`src/design/rct_map.vh`:
```
// Register map, field positions and reset values of the reset cause tracker
`ifndef RCT_MAP_VH
`define RCT_MAP_VH

`define RCT_ADDR_W 12
`define RCT_CTRL_OFS 12'hFD0
`define RCT_CAUSE_OFS 12'hFD4
`define RCT_STAT_OFS 12'hFD8
`define RCT_EN_OFS 12'hFDC
`define RCT_CLR_OFS 12'hFE0

`define RCT_BIT_BROWN 0
`define RCT_BIT_POR 1
`define RCT_BIT_PDOWN 2
`define RCT_BIT_WDTO 3
`define RCT_BIT_RSTI 4
`define RCT_BIT_CFGM 5
`define RCT_BIT_PRIO 7

`define RCT_CTRL_RST 8'h3C
`define RCT_CTRL_WMASK 8'hB3

`define RCT_NCAUSE 10
`define RCT_CAUSE_POR 0
`define RCT_CAUSE_MCP_RUN 1
`define RCT_CAUSE_MCP_PM 2
`define RCT_CAUSE_WDT 3
`define RCT_CAUSE_CFGM 4
`define RCT_CAUSE_BROWN 5
`define RCT_CAUSE_RSTI 6
`define RCT_CAUSE_STKFUL 7
`define RCT_CAUSE_STKUNF 8
`define RCT_CAUSE_DSLEEP 9
`define RCT_CAUSE_RST 10'h001
`define RCT_STAT_RST 10'h001
`define RCT_EN_RST 10'h000

`define RCT_NSYNC 3
`define RCT_SYNC_RST 3'h1

`endif

```
`src/design/rct_reset_cause.v`:
```
// Reset cause tracker with AHB-Lite register access and cause interrupts
`timescale 1ns/1ns
`include "rct_map.vh"
module rct_reset_cause (
    hclk,
    hresetn,
    hsel,
    haddr,
    htrans,
    hwrite,
    hsize,
    hwdata,
    hready,
    hreadyout,
    hrdata,
    hresp,
    master_clear_pin_n,
    core_supply_low,
    main_supply_low,
    wdt_timeout,
    config_mismatch,
    reset_instruction,
    stack_full,
    stack_underflow,
    deep_sleep_reset,
    watchdog_clear_instruction,
    sleep_instruction,
    deep_sleep_active,
    power_managed_mode,
    regulator_enabled,
    deep_sleep_supply_watch_enable,
    device_reset,
    interrupt_priority_enable,
    core_monitor_active,
    supply_monitor_active,
    irq
);
    input wire hclk;
    input wire hresetn;
    input wire hsel;
    input wire [31:0] haddr;
    input wire [1:0] htrans;
    input wire hwrite;
    input wire [2:0] hsize;
    input wire [31:0] hwdata;
    input wire hready;
    output wire hreadyout;
    output wire [31:0] hrdata;
    output wire hresp;
    input wire master_clear_pin_n;
    input wire core_supply_low;
    input wire main_supply_low;
    input wire wdt_timeout;
    input wire config_mismatch;
    input wire reset_instruction;
    input wire stack_full;
    input wire stack_underflow;
    input wire deep_sleep_reset;
    input wire watchdog_clear_instruction;
    input wire sleep_instruction;
    input wire deep_sleep_active;
    input wire power_managed_mode;
    input wire regulator_enabled;
    input wire deep_sleep_supply_watch_enable;
    output wire device_reset;
    output wire interrupt_priority_enable;
    output wire core_monitor_active;
    output wire supply_monitor_active;
    output wire irq;

    // Synchronised pin and comparator inputs
    wire [`RCT_NSYNC-1:0] async_raw;
    wire [`RCT_NSYNC-1:0] async_syn;
    localparam [`RCT_NSYNC-1:0] SYNC_RST = `RCT_SYNC_RST;
    wire mcp_n_s;
    wire core_low_s;
    wire main_low_s;

    // Event sources and edges
    wire [`RCT_NCAUSE-1:0] ev_lvl;
    reg [`RCT_NCAUSE-1:0] ev_prev_q;
    wire [`RCT_NCAUSE-1:0] ev_rise;
    wire any_event;
    wire core_trip;
    wire main_trip;
    wire brown_event;

    // Control register fields
    reg prio_en_q;
    reg cfgm_n_q;
    reg rsti_n_q;
    reg wdto_n_q;
    reg pdown_n_q;
    reg por_n_q;
    reg brown_n_q;
    wire [7:0] ctrl_rd;

    // Cause, status and enable registers
    reg [`RCT_NCAUSE-1:0] cause_q;
    reg [`RCT_NCAUSE-1:0] stat_q;
    reg [`RCT_NCAUSE-1:0] en_q;

    // Outputs held in flip-flops
    reg dev_reset_q;
    reg core_mon_q;
    reg main_mon_q;
    reg irq_q;

    // Bus state
    reg dp_wr_q;
    reg dp_rd_q;
    reg [`RCT_ADDR_W-1:0] dp_addr_q;
    reg hreadyout_q;
    reg [31:0] hrdata_q;
    reg [31:0] rd_mux;
    wire addr_take;
    wire wr_ctrl;
    wire wr_en;
    wire wr_clr;
    wire [`RCT_NCAUSE-1:0] clr_bits;

    assign async_raw = {main_supply_low, core_supply_low, master_clear_pin_n};

    genvar gi;
    generate
        for (gi = 0; gi < `RCT_NSYNC; gi = gi + 1) begin : g_sync
            rct_sync #(
                .RST_VAL(SYNC_RST[gi])
            ) u_sync (
                .hclk(hclk),
                .hresetn(hresetn),
                .async_in(async_raw[gi]),
                .sync_out(async_syn[gi])
            );
        end
    endgenerate

    assign mcp_n_s = async_syn[0];
    assign core_low_s = async_syn[1];
    assign main_low_s = async_syn[2];

    // Monitors only trip while they are allowed to run
    assign core_trip = core_mon_q & core_low_s;
    assign main_trip = main_mon_q & main_low_s;
    assign brown_event = core_trip | main_trip;

    // Power-on is delivered by hresetn itself, so its level input is never high here
    assign ev_lvl[`RCT_CAUSE_POR] = 1'b0;
    assign ev_lvl[`RCT_CAUSE_MCP_RUN] = ~mcp_n_s & ~power_managed_mode;
    assign ev_lvl[`RCT_CAUSE_MCP_PM] = ~mcp_n_s & power_managed_mode;
    assign ev_lvl[`RCT_CAUSE_WDT] = wdt_timeout;
    assign ev_lvl[`RCT_CAUSE_CFGM] = config_mismatch;
    assign ev_lvl[`RCT_CAUSE_BROWN] = brown_event;
    assign ev_lvl[`RCT_CAUSE_RSTI] = reset_instruction;
    assign ev_lvl[`RCT_CAUSE_STKFUL] = stack_full;
    assign ev_lvl[`RCT_CAUSE_STKUNF] = stack_underflow;
    assign ev_lvl[`RCT_CAUSE_DSLEEP] = deep_sleep_reset;

    assign ev_rise = ev_lvl & ~ev_prev_q;
    assign any_event = |ev_lvl;

    always @(posedge hclk or negedge hresetn) begin
        if (!hresetn) begin
            ev_prev_q <= {`RCT_NCAUSE{1'b0}};
            dev_reset_q <= 1'b0;
            core_mon_q <= 1'b0;
            main_mon_q <= 1'b0;
        end else begin
            ev_prev_q <= ev_lvl;
            dev_reset_q <= any_event;
            core_mon_q <= regulator_enabled & ~deep_sleep_active;
            if (regulator_enabled) begin
                main_mon_q <= deep_sleep_supply_watch_enable & deep_sleep_active;
            end else begin
                main_mon_q <= deep_sleep_supply_watch_enable;
            end
        end
    end

    // Last cause holds the newest reset; simultaneous causes all show
    always @(posedge hclk or negedge hresetn) begin
        if (!hresetn) begin
            cause_q <= `RCT_CAUSE_RST;
        end else if (|ev_rise) begin
            cause_q <= ev_rise;
        end
    end

    // AHB-Lite slave: writes take no wait state, reads take one
    assign addr_take = hsel & htrans[1] & hready;

    always @(posedge hclk or negedge hresetn) begin
        if (!hresetn) begin
            dp_wr_q <= 1'b0;
            dp_rd_q <= 1'b0;
            dp_addr_q <= {`RCT_ADDR_W{1'b0}};
            hreadyout_q <= 1'b1;
            hrdata_q <= 32'h00000000;
        end else begin
            if (addr_take) begin
                dp_wr_q <= hwrite;
                dp_rd_q <= ~hwrite;
                dp_addr_q <= haddr[`RCT_ADDR_W-1:0];
                hreadyout_q <= hwrite;
            end else if (hready) begin
                dp_wr_q <= 1'b0;
                dp_rd_q <= 1'b0;
            end
            // Read data is sampled in the stall cycle so a preceding write is seen
            if (dp_rd_q && !hreadyout_q) begin
                hrdata_q <= rd_mux;
                hreadyout_q <= 1'b1;
            end
        end
    end

    assign wr_ctrl = dp_wr_q & (dp_addr_q == `RCT_CTRL_OFS);
    assign wr_en = dp_wr_q & (dp_addr_q == `RCT_EN_OFS);
    assign wr_clr = dp_wr_q & (dp_addr_q == `RCT_CLR_OFS);
    assign clr_bits = wr_clr ? hwdata[`RCT_NCAUSE-1:0] : {`RCT_NCAUSE{1'b0}};

    // Bit 6 is a constant zero; bit 0 is masked when the regulator is off
    assign ctrl_rd = {prio_en_q, 1'b0, cfgm_n_q, rsti_n_q, wdto_n_q, pdown_n_q, por_n_q,
                      brown_n_q & regulator_enabled};

    always @* begin
        rd_mux = 32'h00000000;
        case (dp_addr_q)
            `RCT_CTRL_OFS: begin
                rd_mux[7:0] = ctrl_rd;
            end
            `RCT_CAUSE_OFS: begin
                rd_mux[`RCT_NCAUSE-1:0] = cause_q;
            end
            `RCT_STAT_OFS: begin
                rd_mux[`RCT_NCAUSE-1:0] = stat_q;
            end
            `RCT_EN_OFS: begin
                rd_mux[`RCT_NCAUSE-1:0] = en_q;
            end
            default: begin
                rd_mux = 32'h00000000;
            end
        endcase
    end

    // Control flags: hresetn is the power-on reset and gives the power-up values.
    // A hardware event beats a software write in the same cycle.
    always @(posedge hclk or negedge hresetn) begin
        if (!hresetn) begin
            prio_en_q <= 1'b0;
            cfgm_n_q <= 1'b1;
            rsti_n_q <= 1'b1;
            wdto_n_q <= 1'b1;
            pdown_n_q <= 1'b1;
            por_n_q <= 1'b0;
            brown_n_q <= 1'b0;
        end else begin
            // Priority enable drops on any reset so the core restarts single level
            if (any_event) begin
                prio_en_q <= 1'b0;
            end else if (wr_ctrl) begin
                prio_en_q <= hwdata[`RCT_BIT_PRIO];
            end

            if (ev_lvl[`RCT_CAUSE_CFGM]) begin
                cfgm_n_q <= 1'b0;
            end else if (wr_ctrl) begin
                cfgm_n_q <= hwdata[`RCT_BIT_CFGM];
            end

            if (ev_lvl[`RCT_CAUSE_RSTI]) begin
                rsti_n_q <= 1'b0;
            end else if (wr_ctrl) begin
                rsti_n_q <= hwdata[`RCT_BIT_RSTI];
            end

            // Read-only: time-out wins over a clear or sleep in the same cycle
            if (ev_lvl[`RCT_CAUSE_WDT]) begin
                wdto_n_q <= 1'b0;
            end else if (watchdog_clear_instruction || sleep_instruction) begin
                wdto_n_q <= 1'b1;
            end

            if (sleep_instruction) begin
                pdown_n_q <= 1'b0;
            end else if (watchdog_clear_instruction) begin
                pdown_n_q <= 1'b1;
            end

            // Only software sets this one; no other reset touches it
            if (wr_ctrl) begin
                por_n_q <= hwdata[`RCT_BIT_POR];
            end

            // Held low without a regulator so a write cannot leave a stale 1
            if (!regulator_enabled) begin
                brown_n_q <= 1'b0;
            end else if (brown_event) begin
                brown_n_q <= 1'b0;
            end else if (wr_ctrl) begin
                brown_n_q <= hwdata[`RCT_BIT_BROWN];
            end
        end
    end

    // Sticky cause status; a new event wins over a clear in the same cycle
    always @(posedge hclk or negedge hresetn) begin
        if (!hresetn) begin
            stat_q <= `RCT_STAT_RST;
            en_q <= `RCT_EN_RST;
            irq_q <= 1'b0;
        end else begin
            stat_q <= (stat_q & ~clr_bits) | ev_rise;
            if (wr_en) begin
                en_q <= hwdata[`RCT_NCAUSE-1:0];
            end
            irq_q <= |(stat_q & en_q);
        end
    end

    assign hreadyout = hreadyout_q;
    assign hrdata = hrdata_q;
    assign hresp = 1'b0;
    assign device_reset = dev_reset_q;
    assign interrupt_priority_enable = prio_en_q;
    assign core_monitor_active = core_mon_q;
    assign supply_monitor_active = main_mon_q;
    assign irq = irq_q;

    // Unused address and size bits: hsize is not checked, so an access of any size to a register offset is decoded
    wire unused_ok;
    assign unused_ok = &{1'b0, haddr[31:`RCT_ADDR_W], hsize, htrans[0], hwdata[31:8]};
endmodule

```
`src/design/rct_sync.v`:
```
// Three-stage input synchroniser that accepts a change once two stages agree
`timescale 1ns/1ns
module rct_sync #(
    parameter RST_VAL = 1'b0
) (
    hclk,
    hresetn,
    async_in,
    sync_out
);
    input wire hclk;
    input wire hresetn;
    input wire async_in;
    output wire sync_out;

    reg s1_q;
    reg s2_q;
    reg s3_q;
    reg out_q;

    // Stage one feeds stage two only, to keep metastability away from logic
    always @(posedge hclk or negedge hresetn) begin
        if (!hresetn) begin
            s1_q <= RST_VAL;
            s2_q <= RST_VAL;
            s3_q <= RST_VAL;
            out_q <= RST_VAL;
        end else begin
            s1_q <= async_in;
            s2_q <= s1_q;
            s3_q <= s2_q;
            if (s2_q == s3_q) begin
                out_q <= s3_q;
            end
        end
    end

    assign sync_out = out_q;
endmodule
```
`config.mk`:
```
export PLATFORM = sky130hd
export DESIGN_NAME = rct_reset_cause
export DESIGN_NICKNAME = d
export VERILOG_FILES = /design/src/design/rct_reset_cause.v /design/src/design/rct_sync.v
export VERILOG_INCLUDE_DIRS = /design/src /design/src/design
export SDC_FILE = /design/constraint.sdc
export NUM_CORES = 1
export LEC_CHECK = 0
export BUFFER_PORTS_ARGS = -buffer_cell sky130_fd_sc_hd__buf_4
export CORE_AREA = 2 2 106 108
export CTS_CLUSTER_DIAMETER = 50
export DETAILED_ROUTE_END_ITERATION = 12
export DIE_AREA = 0 0 108 110
export PLACE_DENSITY = 0.57
export SETUP_SLACK_MARGIN = 0.1
export SLEW_MARGIN = 20
export SYNTH_ARGS = -nofsm -noshare
export SYNTH_HDL_FRONTEND = slang
export SYNTH_SLANG_ARGS = --single-unit
```
`constraint.sdc`:
```
create_clock -name hclk -period 2.8 [get_ports hclk]
set_clock_uncertainty 0.2 [all_clocks]
set_input_delay 0.14 -clock hclk [delete_from_list [all_inputs] [get_ports hclk]]
set_output_delay 0.14 -clock hclk [all_outputs]
set_load 0.01 [all_outputs]
```
==> results summary, run 1 <==
Of the total synthesized cell area, the portion taken by AND, OR, NAND and NOR gates is 0.122. The final layout contains routed wiring with a total length of 7.93 mm. The core outline area came out at 10700 sq um.

The library cells used most frequently in the layout, excluding fill and tap cells, are 76 x sky130_fd_sc_hd__dfrtp_1, 64 x sky130_fd_sc_hd__buf_4, 46 x sky130_fd_sc_hd__dlygate4sd3_1. The highest achievable clock rate is 448 MHz. The initial utilization of the core area, before any placement, comes to 0.343. The insertion delay to the later sink of the worst-skew pair is ~0.35 ns. The worst path required time came out at 2.89 ns. The routed wirelength normalized by instance count is 14.6 um. The overall track demand over capacity in global routing came out at 0.142. The kind of cell adding the most delay to the critical path is simple AND/OR/NAND/NOR gates. The post-cts gate resize count came out at 0. The number of different library cells in the post-synthesis netlist came out at 45. The full die area is 11900 sq um.

The signal on the critical path passes through dlygate4sd3_1 > buf_4 > nor2b_1 > or4_1 > nor4_2 > and2_1. The overall via count from detail_route is roughly 2500. The sequential element share of the synthesized area came out at 0.597.

Overall power consumption after layout is estimated at 2.91 mW. After synthesis, the largest family of logic cells by area is multiplexers. The post-synthesis average cell area came out at between 10 and 15 sq um. The critical path in this run is classified as in2reg. TritonCTS created 9 clock buffers. The run finished with clean final reports.

The register clock-pin slew on the reported worst setup and hold paths came out at roughly 0.08 ns. The delay of the slowest critical-path stage is 0.61 ns. The type of element capturing the critical path is a register. The worst setup path is launched from a primary input. The number of enable flip-flop cells after synthesis came out at 0. The number of global-route vias before repair came out at 2494. The antenna diode instance count is 0. The number of core rows came out at 38.

The count of non-filler cells in the finished layout is 544. Measured against the total synthesized area, the mux share comes to 0.128. The width of the die came out at 108 um. The placed wire-length estimate after detailed placement came out at 5.52 mm. The number of buffers inserted to repair setup after CTS is 0. Of the total synthesized cell area, the portion taken by full adders, half adders and majority gates is 0.00819. CTS built an H-tree with a depth of 3. TritonCTS built the clock tree.

In the routed layout, each cell is associated on average with a via count of 4.55. Leaving out fill and tap cells, the most frequent cell in the layout is sky130_fd_sc_hd__dfrtp_1. For this run, the share of the core covered by cells in the final layout is 0.462.

The flop and latch count out of synthesis came out at 87. The worst slack at placement came out at ~0.66 ns. Setup slack closes at 0.567 ns. The area growth from synthesis to layout came out at 34.8%. The standard cell with the maximum stage delay on the critical path is sky130_fd_sc_hd__or4_1.

The first global-routing pass estimated 12.7 mm of wire. The top-level I/O count is 128. The detailed router finished its first iteration with 78 violations. The buffers plus inverters on the worst setup path is 2. Entering global routing, the biggest net connects 48 pins. The final cycle utilization of the critical path came out at 0.797. For this run, asynchronously set or reset flops after synthesis account for 1.00.

Setup repair after global routing left no endpoint under its margin. The placer's final routability congestion estimate came out at about 0.77. Counting I/O delays and the setup requirement, the final critical path takes 2.23 ns. The number of optimization iterations in the first detailed-route pass is 4.

For this run, the post-layout net count is about 500. The die span in y came out at 110 um. The initial antenna violation count is 0. The hold violation total from the final report came out at 0. The total of warnings raised by yosys came out at 0. The final-layout worst hold slack came out at between 0.1 and 0.15 ns. The maximum VDD drop is between 0.3 and 0.4 mV. The worst-margin pin slew came out at 0.650 ns.

The cell area after placement came out at 4220 sq um. For this design the ratio of total power to cell area is a little under 600 nW/um^2. The number of buffers on the longest clock path came out at 2. The layout cell share with drive strength beyond 1 is 0.329. The final count of negative-setup-slack endpoints came out at 0. The leakage dissipation is 2.25 nW. The total count of max-transition violations in the final report is 0. For this run, the leading register cell type out of synthesis is sky130_fd_sc_hd__dfrtp_1. The total of max-cap violations came out at 0. The data arrival time of the critical path is 2.32 ns. The largest fanout on the critical path is 5. The normalized max-slew margin is 0.565. The DRC violations left came out at 0. The final total negative setup slack is 0 ns. Once detail routing completed, the nets flagged for antenna violations numbered 0. The final design instance area without fill came out at 4940 sq um.

The overall overflow remaining after global route is 0. The number of instances in the synthesized netlist is 285. Summing every instance area after synthesis gives roughly 3700 sq um.

The number of buffers inserted by port buffering is 58. The root buffer cell chosen for the clock tree is sky130_fd_sc_hd__clkbuf_8. The number of cells in the design after placement is approximately 480. The compound-cell area share of the yosys netlist is 0.0792. The min-delay analysis places its worst path in the category in2async. The area share of xor/xnor cells in the synthesized design came out at 0.

The CTS sink count is 87.
-- final timing paths --
kind	slack, ns	to	cells after the start	start
hold reg to reg	0.15	g_sync[1].u_sync.s2_q	0	g_sync[1].u_sync.s1_q
hold / removal	0.11	device_reset	2	hresetn
min in group hclk	0.15	g_sync[1].u_sync.s2_q	0	g_sync[1].u_sync.s1_q
setup / recovery	0.57	cause_q[0]	6	stack_underflow
max in group asynchronous	1.59	g_sync[0].u_sync.s3_q	3	hresetn
setup reg to reg	0.67	hrdata[2]	3	dp_addr_q[5]
-- power breakdown --
group,switching [mW],internal (mW)
Sequential,0.0496,1.34
Clock,0.442,0.687
Combinational,0.186,0.212
-- area by class of cell --
type | instances | area, sq um
Sequential cell | 87 | 2190
Inverter | 9 | 33.8
Clock buffer | 11 | 131
Tap cell | 140 | 175
Fill cell | 984 | 5750
Timing Repair Buffer | 111 | 961
Clock inverter | 5 | 129
Multi-Input combinational cell | 181 | 1320
-- cell families (layout without fill, tap and decap cells) --
logic type / count (synthesis) / after routing
buf+inv: 39 / 136
flops: 87 / 87
fa+ha+maj: 3 / 3
simple gates: 76 / 76
other cells: 1 / 23
compound gates: 43 / 43
mux: 36 / 36
-- routing by layer --
metal / vias up / track usage / wire length (um)
met2: 76 / 0.225 / 3800
met1: 1204 / 0.195 / 3570
li1: 1185 / - / -
met3: 11 / 0.0276 / 431
met5: - / 0 / 0
met4: 0 / 0.0549 / 125
-- worst reg2reg max path, cell delays in order (launching register included) --
cell and delay [ns]:
sky130_fd_sc_hd__dfrtp_1 0.39, sky130_fd_sc_hd__or4b_4 0.59, sky130_fd_sc_hd__or4_1 0.67, sky130_fd_sc_hd__o21ai_1 0.20
-- cells in the mapped netlist (all sizes together) (2+ instances only) --
| cell | instances | area [sq um] |
|---|---|---|
| nor2 | 11 | 41.3 |
| nor2b | 11 | 68.8 |
| mux2 | 26 | 293 |
| or4 | 2 | 15.0 |
| a21o | 9 | 67.6 |
| a31o | 3 | 26.3 |
| or3b | 2 | 17.5 |
| a31oi | 4 | 25.0 |
| nand2b | 3 | 18.8 |
| clkbuf | 5 | 20.0 |
| buf | 25 | 181 |
| nand3 | 4 | 20.0 |
| mux2i | 4 | 40.0 |
| inv | 9 | 33.8 |
| nand2 | 24 | 90.1 |
| dfstp | 11 | 289 |
| o21ai | 12 | 60.1 |
| nor3 | 5 | 25.0 |
| dfrtp | 76 | 1900 |
| mux4 | 6 | 135 |
| or4b | 2 | 23.8 |
| a22oi | 7 | 52.6 |
| o31ai | 2 | 15.0 |
| nor4 | 4 | 76.3 |
| nand4 | 3 | 18.8 |
| maj3 | 3 | 30.0 |
-- sequential cells by signal, indices dropped and copies added (netlist names), 3 cells and up --
| name | count |
|---|---|
| hrdata | 10 |
| stat_q | 10 |
| g_sync.u_sync.s1_q | 3 |
| g_sync.u_sync.sync_out | 3 |
| cause_q | 10 |
| g_sync.u_sync.s2_q | 3 |
| en_q | 10 |
| dp_addr_q | 12 |
| g_sync.u_sync.s3_q | 3 |
| ev_prev_q | 9 |
-- what timing repair did --
item,in CTS,in global routing
endpoints found under the hold margin,99,0
endpoints found under the setup margin,0,0
hold buffers,46,0
(Power assumes the default switching activity.)
==> run 2: changes to the inputs <==
ABC_AREA = 1   (was default)
CORE_AREA = 2 2 109 111   (was 2 2 106 108)
DIE_AREA = 0 0 111 113   (was 0 0 108 110)
clock period = 2.25 ns   (was 2.8 ns; I/O delays follow)
==> run 2 against run 1 <==
Compared with the run above: core utilization shrank 0.69 points; sequential power up 23%; cell count increased by 24%; first-iteration DRC count rose by 97%; design area is 3.8% higher.
==> results summary, run 2 <==
The type of element capturing the critical path is a register. The placed wire-length estimate after detailed placement came out at 6.08 mm (+10%). The register clock-pin slew on the reported worst setup and hold paths is 0.06 ns (-0.02 ns). The worst path required time came to 2.28 ns (-0.61 ns).

The wire length of the first global-routing pass came out at 15.1 mm (+19%). The top-level I/O count came out at 128 (unchanged). Static timing analysis puts the maximum clock frequency at 506 MHz. The number of buffers inserted by port buffering is 58 (unchanged). The leakage dissipation is 2.52 nW (+12%). The detailed-route wire length on metal 1 came out at 4.20 mm (+18%).

The flop and latch count out of synthesis came out at 87 (unchanged). The biggest area contributor in the post-synthesis netlist is sky130_fd_sc_hd__dfrtp_1. The die span in y is 113 um (+2.7%).

The detailed-route wire length came out at 8.86 mm (+12%). The combined flip-flop and latch cell area came out at 2190 sq um (unchanged). The overall via count from detail_route came to 3098 (+25%). The async set or reset register ratio after synthesis came out at 1.00 (unchanged). The power share of the combinational group was 0.114 (-0.022). The total of warnings raised by yosys came to 0 (unchanged). The DRC violations left came out at 0 (unchanged). The layout cell share with drive strength beyond 1 is 0.224 (-0.105). The number of DRC violations after detailed-routing iteration 0 is 154 (+97%).

The run finished with clean final reports. The fraction of synthesized cell area taken by the top area cell type is 0.486 (-0.0330). The data arrival time of the critical path came out at 2.00 ns (-0.32 ns). The post-synthesis average cell area came out at 9.30 sq um (-28%). The placer's final routability congestion estimate is 0.735 (-4.7%).

The minimum period implied by the final worst setup slack is 1.97 ns. The insertion delay to the later sink of the worst-skew pair is 0.34 ns (about the same). The power consumption came out at 3.57 mW (+22%). The overall track demand over capacity in global routing came out at 0.149 (+0.00663).

The fraction of power spent switching nets was 0.256 (+0.0241). The library cell used most frequently in the layout, excluding fill and tap cells, is sky130_fd_sc_hd__nand2_1. The top layer used by detailed routing is met4. The largest net degree at the start of global routing came out at 88 (+83%). The routed wirelength normalized by instance count was 13.1 um (-9.8%). The core outline area is 11300 sq um (+5.4%). The type of element launching the critical path is a register. The full die area is 12500 sq um (+5.6%). The number of flip-flops under the largest register name is 12 (unchanged). The number of global-route vias before repair came out at 3096 (+24%). The initial standard-cell utilization of the core came out at 0.347 (+0.00462).

The number of buffers on the longest clock path is 2 (unchanged). The average via count per standard cell is 4.60 (+0.99%). The cell with the most instances after synthesis is sky130_fd_sc_hd__nand2_1. The number of core rows came out at 39 (+2.6%). The class of the tightest hold or removal check is in2reg.

The number of nets in the layout is 615 (+26%). The count of cells along the worst register-to-register path came to 8 (+5). The worst-margin pin slew is 0.723 ns (+0.0730 ns). The hold violation total from the final report came out at 0 (unchanged). The number of instances in the synthesized netlist is 421 (+48%). The post-cts gate resize count came to 0 (unchanged). The area growth from synthesis to layout is 31.1%. The final count of negative-setup-slack endpoints is 0 (unchanged).

The sequential element share of the synthesized area was 0.559 (-0.0380). The CTS tree is done. The antenna diode instance count came out at 0 (unchanged). The register ranked first by flip-flop count is dp_addr_q. By count the netlist is led by 107 x sky130_fd_sc_hd__nand2_1, 76 x sky130_fd_sc_hd__dfrtp_1, 44 x sky130_fd_sc_hd__inv_1.

The final-layout worst hold slack came out at 0.0227 ns (-0.0900 ns). The number of optimization iterations in the first detailed-route pass is 4 (unchanged). The share of power burned in the clock network is 0.406 (+0.018). The layout filler cell count is 1068 (+8.5%). The detailed route wirelength on metal3 came out at 481 um (+12%). The number of clock buffers inserted by TritonCTS is 9 (unchanged). In the layout the commonest cells are 107 x sky130_fd_sc_hd__nand2_1, 76 x sky130_fd_sc_hd__dfrtp_1, 63 x sky130_fd_sc_hd__buf_4. The multi-input combinational cell area came out at 1370 sq um (+3.2%).

The total standard cell area after synthesis is 3920 sq um (+6.8%). The total count of max-transition violations in the final report came to 0 (unchanged). The number of nets still failing antenna checks after routing is 0 (unchanged).

The initial antenna violation count is 0 (unchanged). Setup repair after global routing left no endpoint under its margin. The normalized max-slew margin is 0.516 (-0.0493). In the synthesized netlist the dominant register cell turns out to be sky130_fd_sc_hd__dfrtp_1. Dividing the final minimum period by the clock period gives 0.878.

The total of max-cap violations is 0 (unchanged). The largest fanout on the critical path came to 5 (unchanged). The number of different library cells in the post-synthesis netlist was 33 (-27%).

The CTS sink count is 87 (unchanged). The internal power of the cells came to 2.65 mW (+19%). By area the synthesized netlist is led by sky130_fd_sc_hd__dfrtp_1 49%, sky130_fd_sc_hd__nand2_1 10%, sky130_fd_sc_hd__dfstp_2 7.4%, sky130_fd_sc_hd__nand4_1 5.8%, sky130_fd_sc_hd__buf_4 4.8%. The number of enable flip-flop cells after synthesis came out at 0 (unchanged).

The final total negative setup slack is 0 ns (unchanged). The hold path depth is 4. The critical path class is reg2reg.

The CTS H-tree depth came out at 3 (unchanged). The total power per unit cell area came out at 695 nW/um^2 (+18%). The width of the die was 111 um (+2.8%). The portion of total power attributed to sequential cells came out at 0.480 (+0.004). The total met2 wirelength after detailed routing is 4.03 mm (+5.9%).

The overall overflow remaining after global route is 0 (unchanged). The maximum VDD drop came out at 0.499 mV (+52%). The switching power came out at 915 uW (+35%). In this run the clock root is driven by a sky130_fd_sc_hd__clkbuf_16.
-- run 2: area by class of cell --
class                      count  share of cell area
inverter                      48              0.0351
clock inverter                 5             0.00780
multi-input combinational    273               0.266
tap                          143              0.0349
timing repair buffer         107               0.180
sequential                    87               0.427
clock buffer                  11              0.0492
-- run 2: cell families (layout without fill, tap and decap cells) --
logic type      after synthesis  count (layout)  synth area share
other cells                   1              23          0.000958
simple gates                194             194             0.238
fa+ha+maj                     3               3           0.00767
flops                        87              87             0.559
compound gates               53              53            0.0812
buf+inv                      83             171             0.113
-- run 2: final timing paths --
check | start | to | slack, ns
setup / recovery | dp_addr_q[9] | brown_n_q | 0.28
hold / removal | htrans[1] | dp_addr_q[11] | 0.02
min in group asynchronous | hresetn | dp_addr_q[9] | 0.15
hold reg to reg | g_sync[2].u_sync.s1_q | g_sync[2].u_sync.s2_q | 0.15
setup reg to reg | dp_addr_q[9] | brown_n_q | 0.28
max in group asynchronous | hresetn | rsti_n_q | 1.33
-- run 2: per-stage QoR --
| step | instance area, sq um | util | std cells | setup WS [ns] |
|---|---|---|---|---|
| 2_1_floorplan | 4000 | - | 443 | 0.802 |
| 6_report | 5130 | 0.455 | 674 | 0.275 |
| 3_5_place_dp | 4400 | 0.390 | 614 | 0.406 |
| 5_1_grt | 5130 | 0.455 | 674 | 0.159 |
| 4_1_cts | 5120 | 0.455 | 673 | 0.132 |
| 3_3_place_gp | 4400 | 0.390 | 614 | 0.400 |
-- run 2: repair_timing --
action	in CTS	in global routing
setup endpoints to repair	0	1
hold endpoints to repair	147	0
hold buffers	43	0
buffers inserted	0	1
-- run 2: power groups by stage --
stage | Clock, mW | Combinational [mW] | Sequential [mW]
final | 1.45 | 0.408 | 1.71
after global routing | 1.56 | 0.460 | 1.72
after CTS | 1.48 | 0.415 | 1.71
after detailed placement | 0 | 0.351 | 1.74
after global placement | 0 | 0.344 | 1.74
after floorplan | 0 | 0.218 | 1.73
-- run 2: layer usage --
| layer | track usage | up-vias |
|---|---|---|
| met5 | 0 | - |
| met4 | 0.0475 | 0 |
| met3 | 0.0402 | 11 |
| met2 | 0.231 | 99 |
| met1 | 0.205 | 1449 |
| li1 | - | 1539 |
-- run 2: worst max-delay path, stage by stage (launching register included) --
cell and delay (ns):
sky130_fd_sc_hd__dfrtp_1 0.34, sky130_fd_sc_hd__nand2_1 0.09, sky130_fd_sc_hd__nor2_4 0.22, sky130_fd_sc_hd__nand2_1 0.12, sky130_fd_sc_hd__nor2_4 0.11, sky130_fd_sc_hd__inv_2 0.07, sky130_fd_sc_hd__o21ai_1 0.11, sky130_fd_sc_hd__dlygate4sd3_1 0.56
sky130_fd_sc_hd__nor2_1 0.04
==> run 3: changes to the inputs <==
CORE_AREA = 2 2 96 98   (was 2 2 109 111)
DIE_AREA = 0 0 98 100   (was 0 0 111 113)
PLACE_DENSITY = 0.75   (was 0.57)
clock period = 1.6 ns   (was 2.25 ns; I/O delays follow)
==> run 3 against run 2 <==
Compared with the run above: the run now ends with hold timing, setup timing left; worst hold slack worse by 0.055 ns; clock power is 30% higher; register-to-register slack worse by 0.31 ns; first-iteration DRC count is 130% higher; critical path depth is 1 higher; critical endpoint is now hrdata[3]; design area is 11% higher; core utilization is 18 points higher.
==> results summary, run 3 (synthesized netlist as in run 2, its figures left out) <==
The share of power burned in the clock network came out at 0.369 (-0.037). Setup repair after global routing could not meet its margin everywhere. The initial antenna violation count is 0 (unchanged). The placer's final routability congestion estimate came out at 0.859 (+17%).

The area growth from synthesis to layout came out at 45.1%. The full die area came out at 9800 sq um (-22%). The width of the die is 98 um (-12%).

The routed wirelength normalized by instance count is 15.4 um (+17%). The power consumption came out at 5.11 mW (+43%). The leakage dissipation was 2.77 nW (+10%). The worst setup path is captured at a register. The number of core rows was 35 (-10%).

The number of nets still failing antenna checks after routing came to 0 (unchanged). The number of buffers on the longest clock path came out at 2 (unchanged). The DRC violations left came out at 0 (unchanged).

The number of nets in the layout came out at 656 (+6.7%). The core outline area came out at 8890 sq um (-21%). The overall via count from detail_route was 3473 (+12%). The die span in y came to 100 um (-12%). TritonCTS built the clock tree. The final count of negative-setup-slack endpoints is 7 (+7). The internal power of the cells is 3.80 mW (+43%). The largest net degree at the start of global routing is 35 (-60%).

Leaving out fill and tap cells, the most frequent cell in the layout is sky130_fd_sc_hd__nand2_1. The wire length of the first global-routing pass came to 16.0 mm (+6.3%). The total count of max-transition violations in the final report was 0 (unchanged). The flow ran to the end, but the final reports show violations. The worst slack at placement came out at 0.0269 ns (-0.379 ns). The worst path required time is 1.70 ns (-0.58 ns). The CTS sink count is 87 (unchanged). The number of buffers inserted by port buffering came out at 58 (unchanged). The number of flip-flops under the largest register name came out at 12 (unchanged). The number of optimization iterations in the first detailed-route pass is 8 (+4). The placed wire-length estimate after detailed placement is 6.15 mm (+1.1%). The checks that failed: hold timing, setup timing.

The number of cells in the design after placement came to 601 (-2.1%). The count of non-filler cells in the finished layout came out at 683 (+1.3%). The layout cell share with drive strength beyond 1 is 0.353 (+0.129). The data arrival time of the critical path came to 1.73 ns (-0.27 ns). The fraction of power spent switching nets came out at 0.256 (-0.000951). The cell sitting at the root of the clock tree is a sky130_fd_sc_hd__clkbuf_8. The switching power is 1.30 mW (+43%).

The final cycle utilization of the critical path came to 1.02 (+0.143). The number of clock buffers inserted by TritonCTS was 9 (unchanged). The number of global-route vias before repair was 3320 (+7.2%). The insertion delay to the later sink of the worst-skew pair came out at 0.36 ns (+0.02 ns).

The minimum period implied by the final worst setup slack came out at 1.63 ns (-0.342 ns). The overall track demand over capacity in global routing is 0.205 (+0.0557). The largest fanout on the critical path is 8 (+3). The worst setup path is launched from a register. The register clock-pin slew on the reported worst setup and hold paths came out at 0.09 ns (+0.03 ns). The overall overflow remaining after global route is 0 (unchanged). The power share of the combinational group was 0.158 (+0.044). The final total negative setup slack is -0.137 ns (-0.137 ns). The worst setup slack after layout came out at -0.0326 ns (-0.308 ns). By startpoint and endpoint, the worst setup path is classified as reg2reg. The total of max-cap violations came out at 0 (unchanged). The initial standard-cell utilization of the core is 0.441 (+0.0931). The average via count per standard cell came out at 5.08 (+11%). The portion of total power attributed to sequential cells came out at 0.473 (-0.007). The hold violation total from the final report came to 21 (+21). The final-layout worst hold slack is -0.0322 ns (-0.0549 ns). The maximum VDD drop is 0.555 mV (+11%). The number of DRC violations after detailed-routing iteration 0 is 355 (+130%). The top cell types in the final layout, fill and taps aside, are 94 x sky130_fd_sc_hd__nand2_1, 81 x sky130_fd_sc_hd__buf_4, 76 x sky130_fd_sc_hd__dfrtp_1.

In this run the worst hold path is classified as in2async. The CTS H-tree depth came to 3 (unchanged). The highest achievable clock rate is 613 MHz (+21%). The total power per unit cell area is 899 nW/um^2 (+29%). Counting flops per register, the top entry is dp_addr_q. The top-level I/O count is 128 (unchanged). The detailed-route wire length came out at 10.5 mm (+18%). The antenna diode instance count is 0 (unchanged).
## run 3: cell types whose count changed in the layout (fill, tap and decap cells not counted), moves of 6 or more
cell	change
sky130_fd_sc_hd__clkbuf_8	+8
sky130_fd_sc_hd__buf_6	+6
sky130_fd_sc_hd__dlygate4sd3_1	+7
sky130_fd_sc_hd__o21ai_0	-23
sky130_fd_sc_hd__nand2_1	-13
sky130_fd_sc_hd__clkbuf_16	-8
sky130_fd_sc_hd__o21ai_2	+19
sky130_fd_sc_hd__buf_4	+18
sky130_fd_sc_hd__nand2_2	+13
## run 3: repair_timing
| item | 4_1_cts | 5_1_grt |
|---|---|---|
| pin swaps | 8 | 9 |
| resized for setup | 23 | 72 |
| hold endpoints to repair | 150 | 29 |
| endpoints found under the setup margin | 43 | 50 |
| hold buffers | 50 | 2 |
| setup buffers | 2 | 11 |
| gates cloned | 1 | 2 |
## run 3: per-stage QoR
stage | utilization | hold slack, ns | area, sq um
3_3_place_gp | 0.511 | -0.186 | 4540
6_report | 0.639 | -0.0322 | 5680
5_1_grt | 0.639 | -0.00709 | 5680
3_5_place_dp | 0.511 | -0.178 | 4540
2_1_floorplan | - | -0.416 | 4000
4_1_cts | 0.599 | -0.0307 | 5330
## run 3: power groups by stage
stage / clock network [mW] / registers [mW] / logic, mW
floorplan: 0 / 2.43 / 0.307
global placement: 0 / 2.44 / 0.539
detailed placement: 0 / 2.44 / 0.556
CTS: 1.90 / 2.40 / 0.696
global route: 2.00 / 2.43 / 0.877
finish: 1.89 / 2.42 / 0.805
## run 3: critical path, stage by stage (launching register included)
cell                      delay (ns)
sky130_fd_sc_hd__dfrtp_1        0.39
sky130_fd_sc_hd__inv_2          0.07
sky130_fd_sc_hd__nand2_2        0.06
sky130_fd_sc_hd__nor2_4         0.20
sky130_fd_sc_hd__buf_4          0.16
sky130_fd_sc_hd__buf_8          0.11
sky130_fd_sc_hd__nand4_1        0.13
sky130_fd_sc_hd__nand2_1        0.13
sky130_fd_sc_hd__o21ai_1        0.07
sky130_fd_sc_hd__nand2_1        0.05
## run 3: path summary, 6_finish.rpt
| check | slack, ns | cells after the start | endpoint | startpoint |
|---|---|---|---|---|
| worst max-delay path | -0.03 | 9 | hrdata[3] | dp_addr_q[5] |
| worst max register to register | -0.03 | 9 | hrdata[3] | dp_addr_q[5] |
| worst min register to register | 0.16 | 0 | g_sync[2].u_sync.s2_q | g_sync[2].u_sync.s1_q |
| min in group hclk | 0.08 | 5 | dp_addr_q[9] | htrans[1] |
| worst min-delay path | -0.03 | 2 | dp_addr_q[0] | hresetn |
| max in group asynchronous | 0.66 | 3 | g_sync[0].u_sync.sync_out | hresetn |
## run 3: area by class of cell
| class | count | area (sq um) |
|---|---|---|
| inverter | 48 | 184 |
| fill | 661 | 3210 |
| tap | 111 | 139 |
| clock buffer | 11 | 141 |
| clock inverter | 5 | 104 |
| sequential | 87 | 2190 |
| multi-input combinational | 274 | 1560 |
| timing repair buffer | 147 | 1370 |
## run 3: per-layer routing
metal / global-route usage / wire, um / vias to the layer above
li1: - / - / 1626
met2: 0.331 / 5250 / 159
met3: 0.0522 / 628 / 29
met1: 0.275 / 4390 / 1659
met5: 0 / 0 / -
met4: 0.0598 / 221 / 0
